**src/rtl/ibf_pkg.sv**
```systemverilog
package ibf_pkg;
    // ----------------------------------------
    // timing
    // ----------------------------------------
    localparam int CLK_PERIOD_PS = 25000;
    localparam int HOLD_LONG_NS = 300;
    localparam int HOLD_LONG_CYC = (HOLD_LONG_NS * 1000 + CLK_PERIOD_PS - 1) / CLK_PERIOD_PS;
    localparam int HOLD_SHORT_CYC = 1;
    localparam int HOLD_CNT_W = 5;
    // ----------------------------------------
    // framing
    // ----------------------------------------
    localparam int BITS_PER_UNIT = 9;
    localparam int ACK_BIT_IDX = 8;
    localparam logic [4:0] TEN_BIT_HDR = 5'h1E;
    localparam logic [7:0] ADDR_RST = 8'h00;
    localparam logic [7:0] BYTE_RST = 8'h00;
    localparam logic [3:0] BITCNT_RST = 4'h0;

    typedef enum logic [2:0] {
        IBF_IDLE,
        IBF_ADDR,
        IBF_ADDR_LO,
        IBF_RX,
        IBF_TX,
        IBF_IGNORE
    } ibf_state_t;
endpackage

```
**src/rtl/ibf_pins_if.sv**
```systemverilog
`timescale 1ns/1ps
interface ibf_pins_if;
    logic scl_s;
    logic sda_s;
    logic start_p;
    logic stop_p;
    logic rise_p;
    logic fall_p;
    logic busy;
    modport cond (output scl_s, output sda_s, output start_p, output stop_p, output rise_p, output fall_p,
        output busy);
    modport core (input scl_s, input sda_s, input start_p, input stop_p, input rise_p, input fall_p,
        input busy);
endinterface

```
**src/rtl/ibf_i2c_front.sv**
```systemverilog
// What this block does
// - bytes only, shifted onto the bus most significant bit first.
// - each unit is eight data bits plus one acknowledge bit.
// - after eighth scl fall the data driver releases sda and reads acknowledge.
// - sda changes only with scl low; sampled on scl rising edge.
// - sda moving while scl is high is a condition, not data.
// - with port enabled in i2c mode, pins are open-drain driving zero.
// - hold select gives at least 300 ns sda hold after scl falls.
// - start is sda falling with scl high; bus goes idle to active.
// - master sees sda already low before driving start: bus collision.
// - stop is sda rising with scl high.
// - stop valid only after one scl low period since start.
// - restart accepted wherever a stop would be valid.
// - restart resets slave logic, ready for an address byte.
// - 10-bit read: restart after full match, high byte with read set.
// - full 10-bit write match sets prior match flag until cleared.
// - sda sampled low while driving high is a bus collision.
// - lost arbitration in general call read: stop driving, let winner finish.
// - bus idle only when no master and both lines high.
// - matched read supplies each following byte until the master nacks, restarts or stops.
// - in 7-bit mode, address matches when equal to slave address register, or zero with general call enabled.
// - read/write bit is one for read, zero for write.
// - 10-bit first byte compared against 11110, a9, a8, zero.
`timescale 1ns/1ps
module ibf_i2c_front
    import ibf_pkg::*;
#(
    parameter int HOLD_LONG = HOLD_LONG_CYC
)(
    input wire logic i_mclk,
    input wire logic i_rst_b,
    input wire logic i_scl,
    input wire logic i_sda,
    input wire logic i_port_enable_bit,
    input wire logic i_i2c_mode,
    input wire logic i_ten_bit_mode,
    input wire logic i_sda_hold_select,
    input wire logic [7:0] i_slave_address_reg,
    input wire logic [7:0] i_slave_address_lo,
    input wire logic i_general_call_en,
    input wire logic [7:0] i_tx_data,
    input wire logic i_start_req,
    output logic o_sda_out,
    output logic o_sda_oe,
    output logic o_scl_out,
    output logic o_scl_oe,
    output logic [7:0] o_rx_data,
    output logic o_rx_valid,
    output logic o_tx_load,
    output logic o_ack_in,
    output logic o_addr_match,
    output logic o_read_req,
    output logic o_prior_match,
    output logic o_bus_collision,
    output logic o_arb_lost,
    output logic o_start_seen,
    output logic o_stop_seen,
    output logic o_bus_idle
);
    import ibf_pkg::*;

    ibf_pins_if pins ();

    ibf_cond_det u_cond (
        .i_mclk(i_mclk),
        .i_rst_b(i_rst_b),
        .i_scl(i_scl),
        .i_sda(i_sda),
        .o_pins(pins.cond)
    );

    ibf_state_t state_reg;
    logic [3:0] bit_cnt_reg;
    logic [7:0] shift_reg;
    logic [7:0] tx_shift_reg;
    logic sda_drive_low_reg;
    logic sda_pend_reg;
    logic pend_valid_reg;
    logic [HOLD_CNT_W-1:0] hold_cnt_reg;
    logic ack_phase_reg;
    logic gc_read_reg;
    logic addr_ack_reg;
    logic tx_live_reg;
    logic enabled;
    logic [7:0] rx_byte;
    logic byte_done;
    logic hi_match;

    function automatic logic [7:0] ten_hdr(input logic [7:0] addr, input logic rw);
        ten_hdr = {TEN_BIT_HDR, addr[2:1], rw};
    endfunction

    assign enabled = i_port_enable_bit && i_i2c_mode;
    assign rx_byte = {shift_reg[6:0], pins.sda_s};
    assign byte_done = pins.rise_p && (bit_cnt_reg == 4'(ACK_BIT_IDX - 1));
    assign hi_match = {rx_byte[7:1], 1'b0} == ten_hdr(i_slave_address_reg, 1'b0);

    // ----------------------------------------
    // bit counter and receive shifter
    // ----------------------------------------
    always_ff @(posedge i_mclk or negedge i_rst_b) begin
        if (!i_rst_b) begin
            bit_cnt_reg <= BITCNT_RST;
            shift_reg <= BYTE_RST;
        end else if (!enabled || pins.start_p || pins.stop_p) begin
            bit_cnt_reg <= BITCNT_RST;
        end else if (pins.rise_p) begin
            shift_reg <= rx_byte;
            if (bit_cnt_reg == 4'(BITS_PER_UNIT - 1)) begin
                bit_cnt_reg <= BITCNT_RST;
            end else begin
                bit_cnt_reg <= bit_cnt_reg + 4'h1;
            end
        end
    end

    always_ff @(posedge i_mclk or negedge i_rst_b) begin
        if (!i_rst_b) begin
            ack_phase_reg <= 1'b0;
        end else if (!enabled || pins.start_p || pins.stop_p) begin
            ack_phase_reg <= 1'b0;
        end else if (pins.fall_p) begin
            ack_phase_reg <= bit_cnt_reg == 4'(ACK_BIT_IDX);
        end
    end

    always_ff @(posedge i_mclk or negedge i_rst_b) begin
        if (!i_rst_b) begin
            addr_ack_reg <= 1'b0;
        end else if (!enabled || pins.start_p || pins.stop_p) begin
            addr_ack_reg <= 1'b0;
        end else if (byte_done) begin
            // an address byte is acked even when the slave goes on to transmit
            addr_ack_reg <= state_reg == IBF_ADDR || state_reg == IBF_ADDR_LO;
        end
    end

    // ----------------------------------------
    // slave address state machine
    // ----------------------------------------
    always_ff @(posedge i_mclk or negedge i_rst_b) begin
        if (!i_rst_b) begin
            state_reg <= IBF_IDLE;
            o_addr_match <= 1'b0;
            o_read_req <= 1'b0;
            o_prior_match <= 1'b0;
            gc_read_reg <= 1'b0;
        end else if (!enabled || pins.stop_p) begin
            state_reg <= IBF_IDLE;
            o_read_req <= 1'b0;
            o_addr_match <= 1'b0;
            o_prior_match <= 1'b0;
            gc_read_reg <= 1'b0;
        end else if (pins.start_p) begin
            state_reg <= IBF_ADDR;
            o_read_req <= 1'b0;
            o_addr_match <= 1'b0;
            gc_read_reg <= 1'b0;
        end else if (o_arb_lost) begin
            state_reg <= IBF_IGNORE;
        end else if (byte_done) begin
            unique case (state_reg)
                IBF_ADDR: begin
                    if (i_ten_bit_mode) begin
                        if (!hi_match) begin
                            o_prior_match <= 1'b0;
                            state_reg <= IBF_IGNORE;
                        end else if (!rx_byte[0]) begin
                            o_prior_match <= 1'b0;
                            state_reg <= IBF_ADDR_LO;
                        end else if (o_prior_match) begin
                            o_addr_match <= 1'b1;
                            o_read_req <= 1'b1;
                            state_reg <= IBF_TX;
                        end else begin
                            state_reg <= IBF_IGNORE;
                        end
                    end else if (rx_byte[7:1] == i_slave_address_reg[7:1]) begin
                        o_addr_match <= 1'b1;
                        o_read_req <= rx_byte[0];
                        state_reg <= rx_byte[0] ? IBF_TX : IBF_RX;
                    end else if (i_general_call_en && rx_byte[7:1] == 7'h00) begin
                        o_addr_match <= 1'b1;
                        o_read_req <= rx_byte[0];
                        gc_read_reg <= rx_byte[0];
                        state_reg <= rx_byte[0] ? IBF_TX : IBF_RX;
                    end else begin
                        state_reg <= IBF_IGNORE;
                    end
                end
                IBF_ADDR_LO: begin
                    if (rx_byte == i_slave_address_lo) begin
                        o_addr_match <= 1'b1;
                        o_prior_match <= 1'b1;
                        state_reg <= IBF_RX;
                    end else begin
                        state_reg <= IBF_IGNORE;
                    end
                end
                IBF_IDLE, IBF_RX, IBF_TX, IBF_IGNORE: begin
                    state_reg <= state_reg;
                end
            endcase
        end
    end

    // ----------------------------------------
    // byte outputs
    // ----------------------------------------
    always_ff @(posedge i_mclk or negedge i_rst_b) begin
        if (!i_rst_b) begin
            o_rx_data <= BYTE_RST;
            o_rx_valid <= 1'b0;
        end else begin
            o_rx_valid <= byte_done && state_reg == IBF_RX;
            if (byte_done && state_reg != IBF_IGNORE) begin
                o_rx_data <= rx_byte;
            end
        end
    end

    always_ff @(posedge i_mclk or negedge i_rst_b) begin
        if (!i_rst_b) begin
            o_ack_in <= 1'b0;
        end else if (pins.rise_p && bit_cnt_reg == 4'(ACK_BIT_IDX) && state_reg == IBF_TX) begin
            o_ack_in <= !pins.sda_s;
        end
    end

    // ----------------------------------------
    // transmit shifter and sda drive request
    // ----------------------------------------
    always_ff @(posedge i_mclk or negedge i_rst_b) begin
        if (!i_rst_b) begin
            tx_shift_reg <= BYTE_RST;
            sda_pend_reg <= 1'b0;
            pend_valid_reg <= 1'b0;
            tx_live_reg <= 1'b0;
            o_tx_load <= 1'b0;
        end else begin
            o_tx_load <= 1'b0;
            pend_valid_reg <= 1'b0;
            if (!enabled || pins.start_p || pins.stop_p) begin
                sda_pend_reg <= 1'b0;
                tx_live_reg <= 1'b0;
                pend_valid_reg <= 1'b1;
            end else if (pins.fall_p) begin
                pend_valid_reg <= 1'b1;
                if (bit_cnt_reg == 4'(ACK_BIT_IDX)) begin
                    // ack slot: the receiving side pulls low, the sender lets go
                    sda_pend_reg <= state_reg == IBF_RX || state_reg == IBF_ADDR_LO
                        || (state_reg == IBF_TX && addr_ack_reg);
                end else if (state_reg == IBF_TX && ack_phase_reg) begin
                    // a nack ends the read and leaves sda free for the stop
                    if (addr_ack_reg || o_ack_in) begin
                        sda_pend_reg <= !i_tx_data[7];
                        tx_shift_reg <= {i_tx_data[6:0], 1'b0};
                        tx_live_reg <= 1'b1;
                        o_tx_load <= 1'b1;
                    end else begin
                        sda_pend_reg <= 1'b0;
                        tx_live_reg <= 1'b0;
                    end
                end else if (state_reg == IBF_TX) begin
                    sda_pend_reg <= !tx_shift_reg[7];
                    tx_shift_reg <= {tx_shift_reg[6:0], 1'b0};
                end else begin
                    sda_pend_reg <= 1'b0;
                end
            end
        end
    end

    // ----------------------------------------
    // hold timer: sda changes only after the hold delay past scl fall
    // ----------------------------------------
    always_ff @(posedge i_mclk or negedge i_rst_b) begin
        if (!i_rst_b) begin
            hold_cnt_reg <= '0;
            sda_drive_low_reg <= 1'b0;
        end else if (pend_valid_reg) begin
            // long hold helps heavily loaded buses at a cost in data setup margin
            hold_cnt_reg <= i_sda_hold_select ? HOLD_CNT_W'(HOLD_LONG) : HOLD_CNT_W'(HOLD_SHORT_CYC);
        end else if (hold_cnt_reg != '0) begin
            hold_cnt_reg <= hold_cnt_reg - 1'b1;
            if (hold_cnt_reg == HOLD_CNT_W'(1)) begin
                sda_drive_low_reg <= sda_pend_reg && enabled && !o_arb_lost;
            end
        end else if (!enabled || o_arb_lost) begin
            sda_drive_low_reg <= 1'b0;
        end
    end

    // ----------------------------------------
    // collision and arbitration
    // ----------------------------------------
    always_ff @(posedge i_mclk or negedge i_rst_b) begin
        if (!i_rst_b) begin
            o_bus_collision <= 1'b0;
            o_arb_lost <= 1'b0;
        end else begin
            if (i_start_req && enabled && !pins.sda_s) begin
                o_bus_collision <= 1'b1;
            end else if (pins.rise_p && state_reg == IBF_TX && tx_live_reg && !ack_phase_reg && !sda_drive_low_reg
                && !pins.sda_s && bit_cnt_reg != 4'(ACK_BIT_IDX)) begin
                o_bus_collision <= 1'b1;
            end else if (pins.start_p || pins.stop_p) begin
                o_bus_collision <= 1'b0;
            end
            if (pins.rise_p && gc_read_reg && state_reg == IBF_TX && tx_live_reg && !sda_drive_low_reg
                && !pins.sda_s && bit_cnt_reg != 4'(ACK_BIT_IDX)) begin
                o_arb_lost <= 1'b1;
            end else if (pins.start_p || pins.stop_p || !enabled) begin
                o_arb_lost <= 1'b0;
            end
        end
    end

    // ----------------------------------------
    // pins and status
    // ----------------------------------------
    always_ff @(posedge i_mclk or negedge i_rst_b) begin
        if (!i_rst_b) begin
            o_sda_out <= 1'b0;
            o_sda_oe <= 1'b0;
            o_scl_out <= 1'b0;
            o_scl_oe <= 1'b0;
            o_start_seen <= 1'b0;
            o_stop_seen <= 1'b0;
            o_bus_idle <= 1'b0;
        end else begin
            o_sda_out <= 1'b0;
            o_scl_out <= 1'b0;
            o_sda_oe <= enabled && sda_drive_low_reg;
            // slave never originates scl; it only releases it here
            o_scl_oe <= 1'b0;
            o_start_seen <= pins.start_p && enabled;
            o_stop_seen <= pins.stop_p && enabled;
            o_bus_idle <= !pins.busy && pins.scl_s && pins.sda_s;
        end
    end
endmodule

```
**src/rtl/ibf_cond_det.sv**
```systemverilog
`timescale 1ns/1ps
module ibf_cond_det
    import ibf_pkg::*;
(
    input wire logic i_mclk,
    input wire logic i_rst_b,
    input wire logic i_scl,
    input wire logic i_sda,
    ibf_pins_if.cond o_pins
);
    logic [1:0] scl_sync_reg;
    logic [1:0] sda_sync_reg;
    logic scl_d_reg;
    logic sda_d_reg;
    logic scl_low_seen_reg;
    logic busy_reg;

    // ----------------------------------------
    // two-stage synchronisers
    // ----------------------------------------
    always_ff @(posedge i_mclk or negedge i_rst_b) begin
        if (!i_rst_b) begin
            scl_sync_reg <= 2'h3;
            sda_sync_reg <= 2'h3;
            scl_d_reg <= 1'b1;
            sda_d_reg <= 1'b1;
        end else begin
            scl_sync_reg <= {scl_sync_reg[0], i_scl};
            sda_sync_reg <= {sda_sync_reg[0], i_sda};
            scl_d_reg <= scl_sync_reg[1];
            sda_d_reg <= sda_sync_reg[1];
        end
    end

    assign o_pins.scl_s = scl_sync_reg[1];
    assign o_pins.sda_s = sda_sync_reg[1];
    assign o_pins.rise_p = scl_sync_reg[1] && !scl_d_reg;
    assign o_pins.fall_p = !scl_sync_reg[1] && scl_d_reg;
    // sda moving while scl stays high is a condition, never data
    assign o_pins.start_p = scl_sync_reg[1] && scl_d_reg && sda_d_reg && !sda_sync_reg[1];
    assign o_pins.stop_p = scl_sync_reg[1] && scl_d_reg && !sda_d_reg && sda_sync_reg[1]
        && scl_low_seen_reg;
    assign o_pins.busy = busy_reg;

    // ----------------------------------------
    // scl low qualifier and bus state
    // ----------------------------------------
    always_ff @(posedge i_mclk or negedge i_rst_b) begin
        if (!i_rst_b) begin
            scl_low_seen_reg <= 1'b0;
        end else if (o_pins.start_p) begin
            scl_low_seen_reg <= 1'b0;
        end else if (!scl_sync_reg[1]) begin
            scl_low_seen_reg <= 1'b1;
        end
    end

    always_ff @(posedge i_mclk or negedge i_rst_b) begin
        if (!i_rst_b) begin
            busy_reg <= 1'b0;
        end else if (o_pins.start_p) begin
            busy_reg <= 1'b1;
        end else if (o_pins.stop_p) begin
            busy_reg <= 1'b0;
        end
    end
endmodule

```
**config.mk**
```make
export PLATFORM = sky130hd
export DESIGN_NAME = ibf_i2c_front
export DESIGN_NICKNAME = d
export VERILOG_FILES = /design/src/rtl/ibf_pkg.sv /design/src/rtl/ibf_pins_if.sv /design/src/rtl/ibf_i2c_front.sv /design/src/rtl/ibf_cond_det.sv
export SDC_FILE = /design/constraint.sdc
export NUM_CORES = 1
export LEC_CHECK = 0
export BUFFER_PORTS_ARGS = -buffer_cell sky130_fd_sc_hd__buf_2
export CORE_MARGIN = 5
export CORE_UTILIZATION = 45
export DETAILED_ROUTE_END_ITERATION = 10
export MAX_ROUTING_LAYER = met4
export PLACE_DENSITY = 0.67
export SLEW_MARGIN = 5
export SYNTH_ARGS = -nofsm -noshare
export SYNTH_HDL_FRONTEND = slang
export SYNTH_SLANG_ARGS = --single-unit
```
**constraint.sdc**
```tcl
create_clock -name i_mclk -period 3.2 [get_ports i_mclk]
set_input_delay 0.16 -clock i_mclk [delete_from_list [all_inputs] [get_ports i_mclk]]
set_output_delay 0.16 -clock i_mclk [all_outputs]
set_load 0.03 [all_outputs]
```
==> results of run 1 <==
## tightest hold or removal path, delay by kind of cell
family | cells | cell delay [ns]
buffers and inverters | 2 | 0.14
AO/OA/AOI/OAI | 1 | 0.05
## synth_stat cells, drive strengths merged (5+ instances only)
| master | n | area (sq um) |
|---|---|---|
| nand4 | 5 | 31.3 |
| o21ai | 22 | 114 |
| a211oi | 6 | 50.1 |
| nor2 | 25 | 101 |
| buf | 14 | 90.1 |
| ha | 5 | 62.6 |
| dfstp | 6 | 158 |
| mux2 | 14 | 158 |
| inv | 12 | 45.0 |
| a21oi | 17 | 85.1 |
| nor3 | 9 | 50.1 |
| mux2i | 8 | 80.1 |
| dfrtp | 55 | 1380 |
| nand2 | 35 | 134 |
| xnor2 | 16 | 140 |
| nand2b | 7 | 43.8 |
| nand3 | 6 | 30.0 |
## final timing paths
kind / end / startpoint / cells after the start
min in group asynchronous: hold_cnt_reg[3] / i_rst_b / 2
max reg2reg: gc_read_reg / u_cond.sda_sync_reg[1] / 5
max in group asynchronous: shift_reg[3] / i_rst_b / 3
max: gc_read_reg / u_cond.sda_sync_reg[1] / 5
min reg2reg: u_cond.sda_sync_reg[1] / u_cond.sda_sync_reg[0] / 0
min: hold_cnt_reg[3] / i_sda_hold_select / 3
## placed cells by master (no fill, tap or decap), types with 2 or more instances in the layout
cell | netlist | final
clkinvlp_4 | 0 | 5
nand2_1 | 34 | 34
o21a_1 | 2 | 2
xnor2_1 | 16 | 16
dlygate4sd3_1 | 0 | 3
nor3_1 | 8 | 8
mux2_2 | 14 | 14
a21o_1 | 3 | 3
nand2b_1 | 7 | 7
nand3b_1 | 4 | 4
nand4_1 | 5 | 5
dfrtp_1 | 55 | 55
or3_1 | 4 | 4
nor2_1 | 24 | 24
mux2i_1 | 8 | 8
buf_2 | 9 | 52
and2_1 | 3 | 3
clkbuf_8 | 0 | 9
a22o_1 | 2 | 2
o21ai_0 | 19 | 19
dfstp_2 | 6 | 6
a31oi_1 | 2 | 2
conb_1 | 1 | 3
ha_1 | 5 | 5
nand3_1 | 6 | 6
inv_1 | 12 | 12
a21oi_1 | 17 | 17
o21ai_1 | 2 | 2
o31ai_2 | 3 | 3
a211oi_1 | 5 | 5
## final cells by class
cell class,instances,area share (%)
clock buffer,9,3.40
clock inverter,7,1.41
inverter,12,1.24
multi-input combinational,224,40.3
sequential,61,42.1
tap,96,3.30
timing repair buffer,56,8.18
## metrics by stage
step           instance area, sq um  setup WS [ns]  std cells  power [W]  hold slack [ns]
6_report                       3640           1.27        465    0.00174           0.0606
5_1_grt                        3640           1.10        465    0.00184           0.0722
4_1_cts                        3640           1.25        465    0.00176           0.0453
3_5_place_dp                   3440           1.26        446    0.00115           0.0921
3_3_place_gp                   3440           1.31        446    0.00115           0.0892
2_1_floorplan                  3150           1.47        315    0.00109           -0.136
## power by group through the flow
stage / logic, W / clock network, W / registers (W)
2_1_floorplan: 0.000220 / 0 / 0.000872
3_3_place_gp: 0.000241 / 0 / 0.000907
3_5_place_dp: 0.000246 / 0 / 0.000907
4_1_cts: 0.000249 / 0.000619 / 0.000893
5_1_grt: 0.000278 / 0.000655 / 0.000904
6_report: 0.000247 / 0.000605 / 0.000892
## routing by layer
layer | routed length (um) | vias up | part of all wire (%) | track usage, %
met3 | 380 | 10 | 5.8 | 3.22
met4 | 107 | 0 | 1.6 | 7.58
li1 | - | 1191 | - | -
met5 | 0 | - | 0 | -
met2 | 3000 | 75 | 46 | 24.3
met1 | 3100 | 1145 | 47 | 22.4
## what timing repair did
item                      in CTS  in global routing
hold endpoints to repair      17                  0
buffers inserted               0                  0
hold buffers                   3                  0
## kinds of logic (layout without fill, tap and decap cells)
family                   after synthesis  count (layout)
AND/OR/NAND/NOR                      110             110
AO/OA/AOI/OAI                         67              67
flip-flops                            61              61
buffers and inverters                 30              84
multiplexers                          22              22
XOR/XNOR                              17              17
adder cells (fa/ha/maj)                5               5
other                                  1               3
==> impl_metrics.ini, run 1 <==
[timing]
clock_skew_ns = 0.00872
rsz0062_at_grt = no
fin_crit_sh_pct = 60.2
hold_viol = 0
period_minus_slack_ns = 1.93
tns_ns = 0
finalSetupViolCount = 0
slew-limit-headroom_pct = 61.6
drv_slew = 0
fmaxAchievable_mhz = 519
worst_pin_slew_ns = 0.575

[power]
pwr-share-comb_pct = 14.2
p_sw_w = 0.000527
pwr-share-seq_pct = 51.2
vdd.ir_drop.worst_mv = 0.274
p_int_w = 0.00122
p_sw_share_pct = 30.2
power.share.clock_pct = 34.7
p_leak_nw = 1.62
p_per_area_mw_per_mm2 = 479

[routing]
drc = 0
drt_iter0_markers = 170
wl_per_cell_um = 14.2
antenna_left = 0
num_vias = 2421
dr.pass1.iters = 4
routed_wirelength_um = 6590
via_per_inst = 5.21

[critical_path]
critical_path_arrival_ns = 2.15
crit_chain = nand2b_1, a21o_1, and2_0, o31ai_2, mux2i_1
crit_slowest_cell = dfstp_2
cpPeakStageDelay_ns = 0.68
cpLargestDelayFamily = flip-flops
critPathMaxFanout = 12
cp-start-kind = register
worstSetupEndpointType = register
cp_data_required_time_ns = 3.42
r2r_setup_slack_ns = 1.27
critical_path_buf_inv_count = 0
crit_type = reg2reg

[logic_synthesis]
ys.flop_type = dfrtp_1
synth_xor_area_share_pct = 4.73
syn_avg_cell_area_sq_um = 10.0
yosysSeqAreaShare_pct = 48.8
yosysWarningCount = 0
synth_compound_area_share_pct = 14.0
synth_top_family_by_area = simple AND/OR/NAND/NOR gates
async_reset_ff_share_pct = 100
synthSimpleGateAreaFrac_pct = 18.0
synthMuxAreaShare_pct = 7.56
synthAdderAreaFrac_pct = 1.99
syn_area_sq_mm = 0.00315
synthCells = 313
synth_edf_count = 0
ys_types = 58
ys_seq_elements = 61

[cts]
clk_pin_slew_worst_paths_ns = 0.07
htree_levels = 3
cts_resized = 0
clock_latency_ns = 0.34
cts_sinks = 61
cts_buffers = 9
cts-root-buf = clkbuf_8
cts.path.max_buffers = 2
tritoncts = done

[cells_and_area]
seq_area_sq_mm = 0.00153
n_antenna_cell = 0
multi_input_area_sq_mm = 0.00147
largest_reg_flops = 8
nFillCells = 610
area_delta_synth_final_pct = 15.8
layout.nets = 403
drive_gt1_share_pct = 27.4
final_core_util_pct = 53.6

[global_routing]
grt_pass1_wl_um = 11200
overflow = 0
grt_pass1_vias = 2354
antenna_found_initial = 0
gr-usage-all-layers_pct = 16.6
grt_start_max_net_pins = 47

[floorplanning]
die_width_um = 93.6
die_area_sq_mm = 0.00876
die_y_um = 93.6
start_util_pct = 46.3
io_pins = 57
rows = 30
core_area_sq_mm = 0.00679

[placement]
place_congestion = 0.914
dp_hpwl_um = 4860
io_buffers = 52

[hold_path]
hp-class = in2reg

[job]
maxCapViolCount = 0

[outcome]
outcome = completed
No activity file was read; power rests on OpenSTA's default activity.
==> run 2, diff against run 1 <==
--- a/config.mk
+++ b/config.mk
@@ -10,7 +10,7 @@
 export CORE_UTILIZATION = 45
 export DETAILED_ROUTE_END_ITERATION = 10
 export MAX_ROUTING_LAYER = met4
-export PLACE_DENSITY = 0.67
+export PLACE_DENSITY = 0.69
 export SLEW_MARGIN = 5
 export SYNTH_ARGS = -nofsm -noshare
 export SYNTH_HDL_FRONTEND = slang
==> constraint.sdc (replaced) <==
create_clock -name i_mclk -period 1.5 [get_ports i_mclk]
set_input_delay 0.075 -clock i_mclk [delete_from_list [all_inputs] [get_ports i_mclk]]
set_output_delay 0.075 -clock i_mclk [all_outputs]
set_load 0.03 [all_outputs]
==> impl_metrics.ini, run 2 (synthesized netlist as in run 1, its figures left out) <==
[outcome]
outcome = finished, violations left
violations = negative setup slack

[global_routing]
grt_pass1_wl_um = 14400
overflow = 0
grt_pass1_vias = 3096
gr-usage-all-layers_pct = 21.5
antenna_found_initial = 0
grt_start_max_net_pins = 23

[cts]
clk_pin_slew_worst_paths_ns = 0.07
cts.path.max_buffers = 2
cts_sinks = 61
htree_levels = 3
cts_buffers = 9
clock_latency_ns = 0.35
tritoncts = done
cts-root-buf = clkbuf_8

[critical_path]
r2r_setup_slack_ns = -0.22
r2r_end = o_prior_match
worstSetupEndpointType = register
cp_data_required_time_ns = 1.78
crit_start = u_cond.scl_sync_reg[1]
cp-start-kind = register
reg2reg_depth = 6
rr_startpoint = u_cond.scl_sync_reg[1]
crit_type = reg2reg
critPathCapture = o_prior_match
critPathMaxFanout = 4
critical_path_arrival_ns = 2.00

[placement]
dpl_cell_area_sq_mm = 0.00399
io_buffers = 52
dp_hpwl_um = 6130
numPlacedInstances = 511
place_congestion = 0.871

[floorplanning]
start_util_pct = 46.3
core_area_sq_mm = 0.00679
rows = 30
die_width_um = 93.6
die_y_um = 93.6
io_pins = 57
die_area_sq_mm = 0.00876

[timing]
fin_crit_sh_pct = 115
hold_viol = 0
fmaxAchievable_mhz = 581
drv_slew = 0
rsz0062_at_grt = yes
fin_ws_ns = -0.223
period_minus_slack_ns = 1.72
clock_skew_ns = 0.00658
finalSetupViolCount = 31

[routing]
antenna_left = 0
drc = 0
via_per_inst = 5.18
dr.pass1.iters = 5
num_vias = 2835
routed_wirelength_um = 8730
drt_iter0_markers = 169
wl_per_cell_um = 16.0

[power]
p_per_area_mw_per_mm2 = 896
p_leak_nw = 2.14
vdd.ir_drop.worst_mv = 0.613

[cells_and_area]
mostFrequentLayoutCells = buf_4, buf_2, dfrtp_1, nand2_1, nor2_1
nFillCells = 493
n_antenna_cell = 0
area_delta_synth_final_pct = 47.0
layout.cells.non_filler = 547
drive_gt1_share_pct = 51.9
layout.nets = 485
largest_reg_flops = 8
final_common_cell = buf_4
stdcell_area_sq_mm = 0.00462

[job]
maxCapViolCount = 0

[hold_path]
hp-class = in2reg
-- run 2: changes by cell type in the layout (fill, tap and decap cells not counted), moves of 5 or more --
cell     delta
a21oi_1     -5
a21oi_2     +5
buf_4      +69
buf_6       +7
dfrtp_1     -7
dfrtp_2     +7
nand2_1     -6
nand2_2     +5
o21ai_0    -13
o21ai_1     +9
-- run 2: power breakdown --
group          total (W)  switching (W)  leakage (nW)  internal [W]
combinational   0.000874       0.000403          1.25      0.000471
clock            0.00135       0.000658        0.0917      0.000688
sequential       0.00193       0.000167         0.791       0.00176
-- run 2: routing by layer --
layer / track usage, % / part of all wire [%] / up-vias
met4: 10.8 / 2.1 / 0
met3: 3.30 / 4.2 / 22
met5: - / 0 / -
li1: - / - / 1360
met2: 34.6 / 51 / 77
met1: 26.4 / 42 / 1376
-- run 2: how the worst min path moves through the flow --
stage                 start  slack (ns)  cells after the start         endpoint
2_1_floorplan       i_rst_b       -0.22                      0    ack_phase_reg
3_3_place_gp        i_rst_b        0.07                      1    o_prior_match
3_5_place_dp        i_rst_b        0.07                      1     state_reg[0]
4_1_cts        i_tx_data[5]       0.004                      3  tx_shift_reg[6]
5_1_grt        i_tx_data[4]        0.03                      3  tx_shift_reg[5]
6_report       i_tx_data[5]       0.007                      3  tx_shift_reg[6]
-- run 2: what timing repair did --
item                                    in CTS  in global routing
gates cloned                                 1                  0
pin swaps                                   17                  8
hold endpoints to repair                    17                  0
setup buffers                               12                  3
hold buffers                                 6                  0
resized for setup                           58                 26
endpoints found under the setup margin      39                 37
-- run 2: worst max-delay path, cell delays in order, from the launching register on --
cell and delay (ns):
dfstp_2 0.56, and4bb_4 0.28, nand4b_1 0.13, nor2_1 0.14
nand2_1 0.09, or3_4 0.34, a21oi_2 0.11
-- run 2: final cells by class --
type	count	area (sq um)	area share, %
Clock inverter	5	33.8	0.731
Multi-Input combinational cell	224	1740	37.7
Sequential cell	61	1540	33.4
Tap cell	96	120	2.60
Timing Repair Buffer	138	985	21.3
Clock buffer	11	151	3.27
Inverter	12	47.5	1.03
-- run 2: metrics by stage --
step | TNS [ns] | total power, W | utilization (%) | hold WS, ns | setup WS (ns)
6_report | -3.87 | 0.00415 | 68.1 | 0.00727 | -0.223
5_1_grt | -6.13 | 0.00433 | 68.1 | 0.0272 | -0.317
4_1_cts | -3.07 | 0.00413 | 66.4 | 0.00422 | -0.214
3_5_place_dp | -4.37 | 0.00267 | 58.7 | 0.0683 | -0.234
3_3_place_gp | -3.40 | 0.00263 | 58.7 | 0.0669 | -0.192
2_1_floorplan | -2.23 | 0.00237 | - | -0.221 | -0.182
==> run 3, diff against run 2 <==
--- a/config.mk
+++ b/config.mk
@@ -5,7 +5,9 @@
 export SDC_FILE = /design/constraint.sdc
 export NUM_CORES = 1
 export LEC_CHECK = 0
+export ABC_AREA = 1
 export BUFFER_PORTS_ARGS = -buffer_cell sky130_fd_sc_hd__buf_2
+export CORE_ASPECT_RATIO = 1.2
 export CORE_MARGIN = 5
 export CORE_UTILIZATION = 45
 export DETAILED_ROUTE_END_ITERATION = 10
==> impl_metrics.ini, run 3 <==
[outcome]
outcome = finished, violations left
violations = negative setup slack

[cts]
cts.path.max_buffers = 2
htree_levels = 3
cts_sinks = 61
cts_buffers = 9
clk_pin_slew_worst_paths_ns = 0.06
clock_latency_ns = 0.34
cts-root-buf = clkbuf_8
tritoncts = done

[global_routing]
gr-usage-all-layers_pct = 20.1
grt_pass1_vias = 3024
grt_pass1_wl_um = 13700
grt_start_max_net_pins = 25
overflow = 0
antenna_found_initial = 0

[logic_synthesis]
syn_area_sq_mm = 0.00325
synth_common_cells = nand2_1, dfrtp_1, inv_1
ys_types = 40
yosysWarningCount = 0
yosys-top-cells-area = dfrtp_1, nand2_1, dfstp_2
ys_seq_elements = 61
synth_area_leader_cell = dfrtp_1
syn_avg_cell_area_sq_um = 8.24
synthCells = 394
ys.flop_type = dfrtp_1
yosysSeqAreaShare_pct = 47.3
synth.most_common_cell = nand2_1
async_reset_ff_share_pct = 100
synth_top_area_share_pct = 42.4
synth_edf_count = 0

[critical_path]
critical_path_arrival_ns = 1.87
rr_startpoint = u_cond.sda_sync_reg[1]
r2r_setup_slack_ns = -0.14
cp-start-kind = register
r2r_end = gc_read_reg
crit_start = u_cond.sda_sync_reg[1]
reg2reg_depth = 11
crit_type = reg2reg
critPathMaxFanout = 5
cp_data_required_time_ns = 1.73
worstSetupEndpointType = register

[routing]
dr.pass1.iters = 5
via_per_inst = 4.96
routed_wirelength_um = 8040
wl_per_cell_um = 13.3
drt_iter0_markers = 213
drc = 0
antenna_left = 0
num_vias = 2999

[placement]
io_buffers = 52
place_congestion = 0.901
dp_hpwl_um = 5920

[floorplanning]
die_area_sq_mm = 0.00902
io_pins = 57
core_area_sq_mm = 0.00715
die_y_um = 103
die_width_um = 87.5
start_util_pct = 45.4
rows = 34

[cells_and_area]
n_antenna_cell = 0
final_core_util_pct = 63.1
layout.nets = 550
area_delta_synth_final_pct = 39.1
largest_reg_flops = 8
drive_gt1_share_pct = 37.7
mostFrequentLayoutCells = nand2_1, dfrtp_1, buf_2, buf_4, inv_1
final_common_cell = nand2_1

[power]
p_int_w = 0.00299
p_sw_w = 0.00121
p_per_area_mw_per_mm2 = 932
vdd.ir_drop.worst_mv = 0.613
p_leak_nw = 2.20
power.share.clock_pct = 35.2
pwr-share-seq_pct = 45.4
p_sw_share_pct = 28.8
power_w = 0.00421
pwr-share-comb_pct = 19.3

[hold_path]
holdPathEnd = tx_shift_reg[3]
hp-start = i_tx_data[2]
hold_depth = 3
hp-class = in2reg

[timing]
clock_skew_ns = 0.0119
fin_crit_sh_pct = 109
hold_viol = 0
drv_slew = 0
fin_ws_ns = -0.136
finalSetupViolCount = 27
rsz0062_at_grt = yes
fmaxAchievable_mhz = 611
period_minus_slack_ns = 1.64

[job]
maxCapViolCount = 0
-- run 3: critical path, cell delays in order, from the launching register on --
cell and delay, ns:
dfstp_2 0.59, buf_4 0.13, nand2_2 0.04, inv_2 0.07
a21oi_4 0.08, nand2_4 0.17, buf_6 0.13, a31oi_4 0.04
nor2_2 0.13, nand2_1 0.06, nand2_1 0.05, nand2_1 0.04
-- run 3: cell families (layout without fill, tap and decap cells) --
family,after synthesis,in the layout,share of synthesized area (%)
DFF,61,61,47.3
other,1,3,0.116
xor gates and xnor gates,17,17,4.59
buffers and inverters,58,176,8.52
muxes,1,1,0.347
adders and majority gates,5,5,1.93
AOI/OAI and AO/OA,54,54,10.2
and+or+nand+nor,197,198,27.0
-- run 3: what timing repair did --
| action | CTS | global route |
|---|---|---|
| resized for setup | 28 | 35 |
| setup endpoints to repair | 30 | 39 |
| hold endpoints to repair | 38 | 0 |
| pin swaps | 12 | 10 |
| cloned | 1 | 0 |
| setup buffers | 8 | 5 |
| hold buffers | 7 | 0 |
-- run 3: metrics by stage --
step	setup TNS (ns)	worst slack [ns]	cells	hold slack (ns)	instance area (sq um)
6_report	-1.43	-0.136	605	0.0135	4510
5_1_grt	-5.17	-0.257	605	0.0135	4510
4_1_cts	-1.20	-0.102	600	0.000844	4330
3_5_place_dp	-1.77	-0.138	569	0.0247	3910
3_3_place_gp	-1.02	-0.0814	569	0.0210	3910
2_1_floorplan	-0.867	-0.0865	396	-0.221	3270
-- run 3: worst max-delay path by stage --
stage,slack (ns),to
3_3_place_gp,-0.08,gc_read_reg
4_1_cts,-0.10,tx_shift_reg[6]
3_5_place_dp,-0.14,gc_read_reg
6_report,-0.14,gc_read_reg
2_1_floorplan,-0.09,tx_shift_reg[5]
5_1_grt,-0.26,tx_shift_reg[4]
-- run 3: metal layers --
layer,routed length (um),up-vias,GRT usage (%)
met5,0,-,-
met4,159,0,9.21
met3,389,13,3.84
met2,4100,91,32.4
met1,3390,1398,24.3
li1,-,1497,-
-- run 3: power groups by stage --
stage	registers [W]	clock network [W]	logic, W
2_1_floorplan	0.00192	0	0.000470
3_3_place_gp	0.00193	0	0.000696
3_5_place_dp	0.00194	0	0.000716
4_1_cts	0.00191	0.00150	0.000769
5_1_grt	0.00193	0.00158	0.000909
6_report	0.00191	0.00148	0.000814
-- run 3: cell type report --
cell class                 instances  area, sq um
tap                               90          113
clock inverter                     4         47.5
sequential                        61         1530
clock buffer                      11          151
timing repair buffer             115          827
multi-input combinational        278         1650
inverter                          46          190
fill                             601         2630
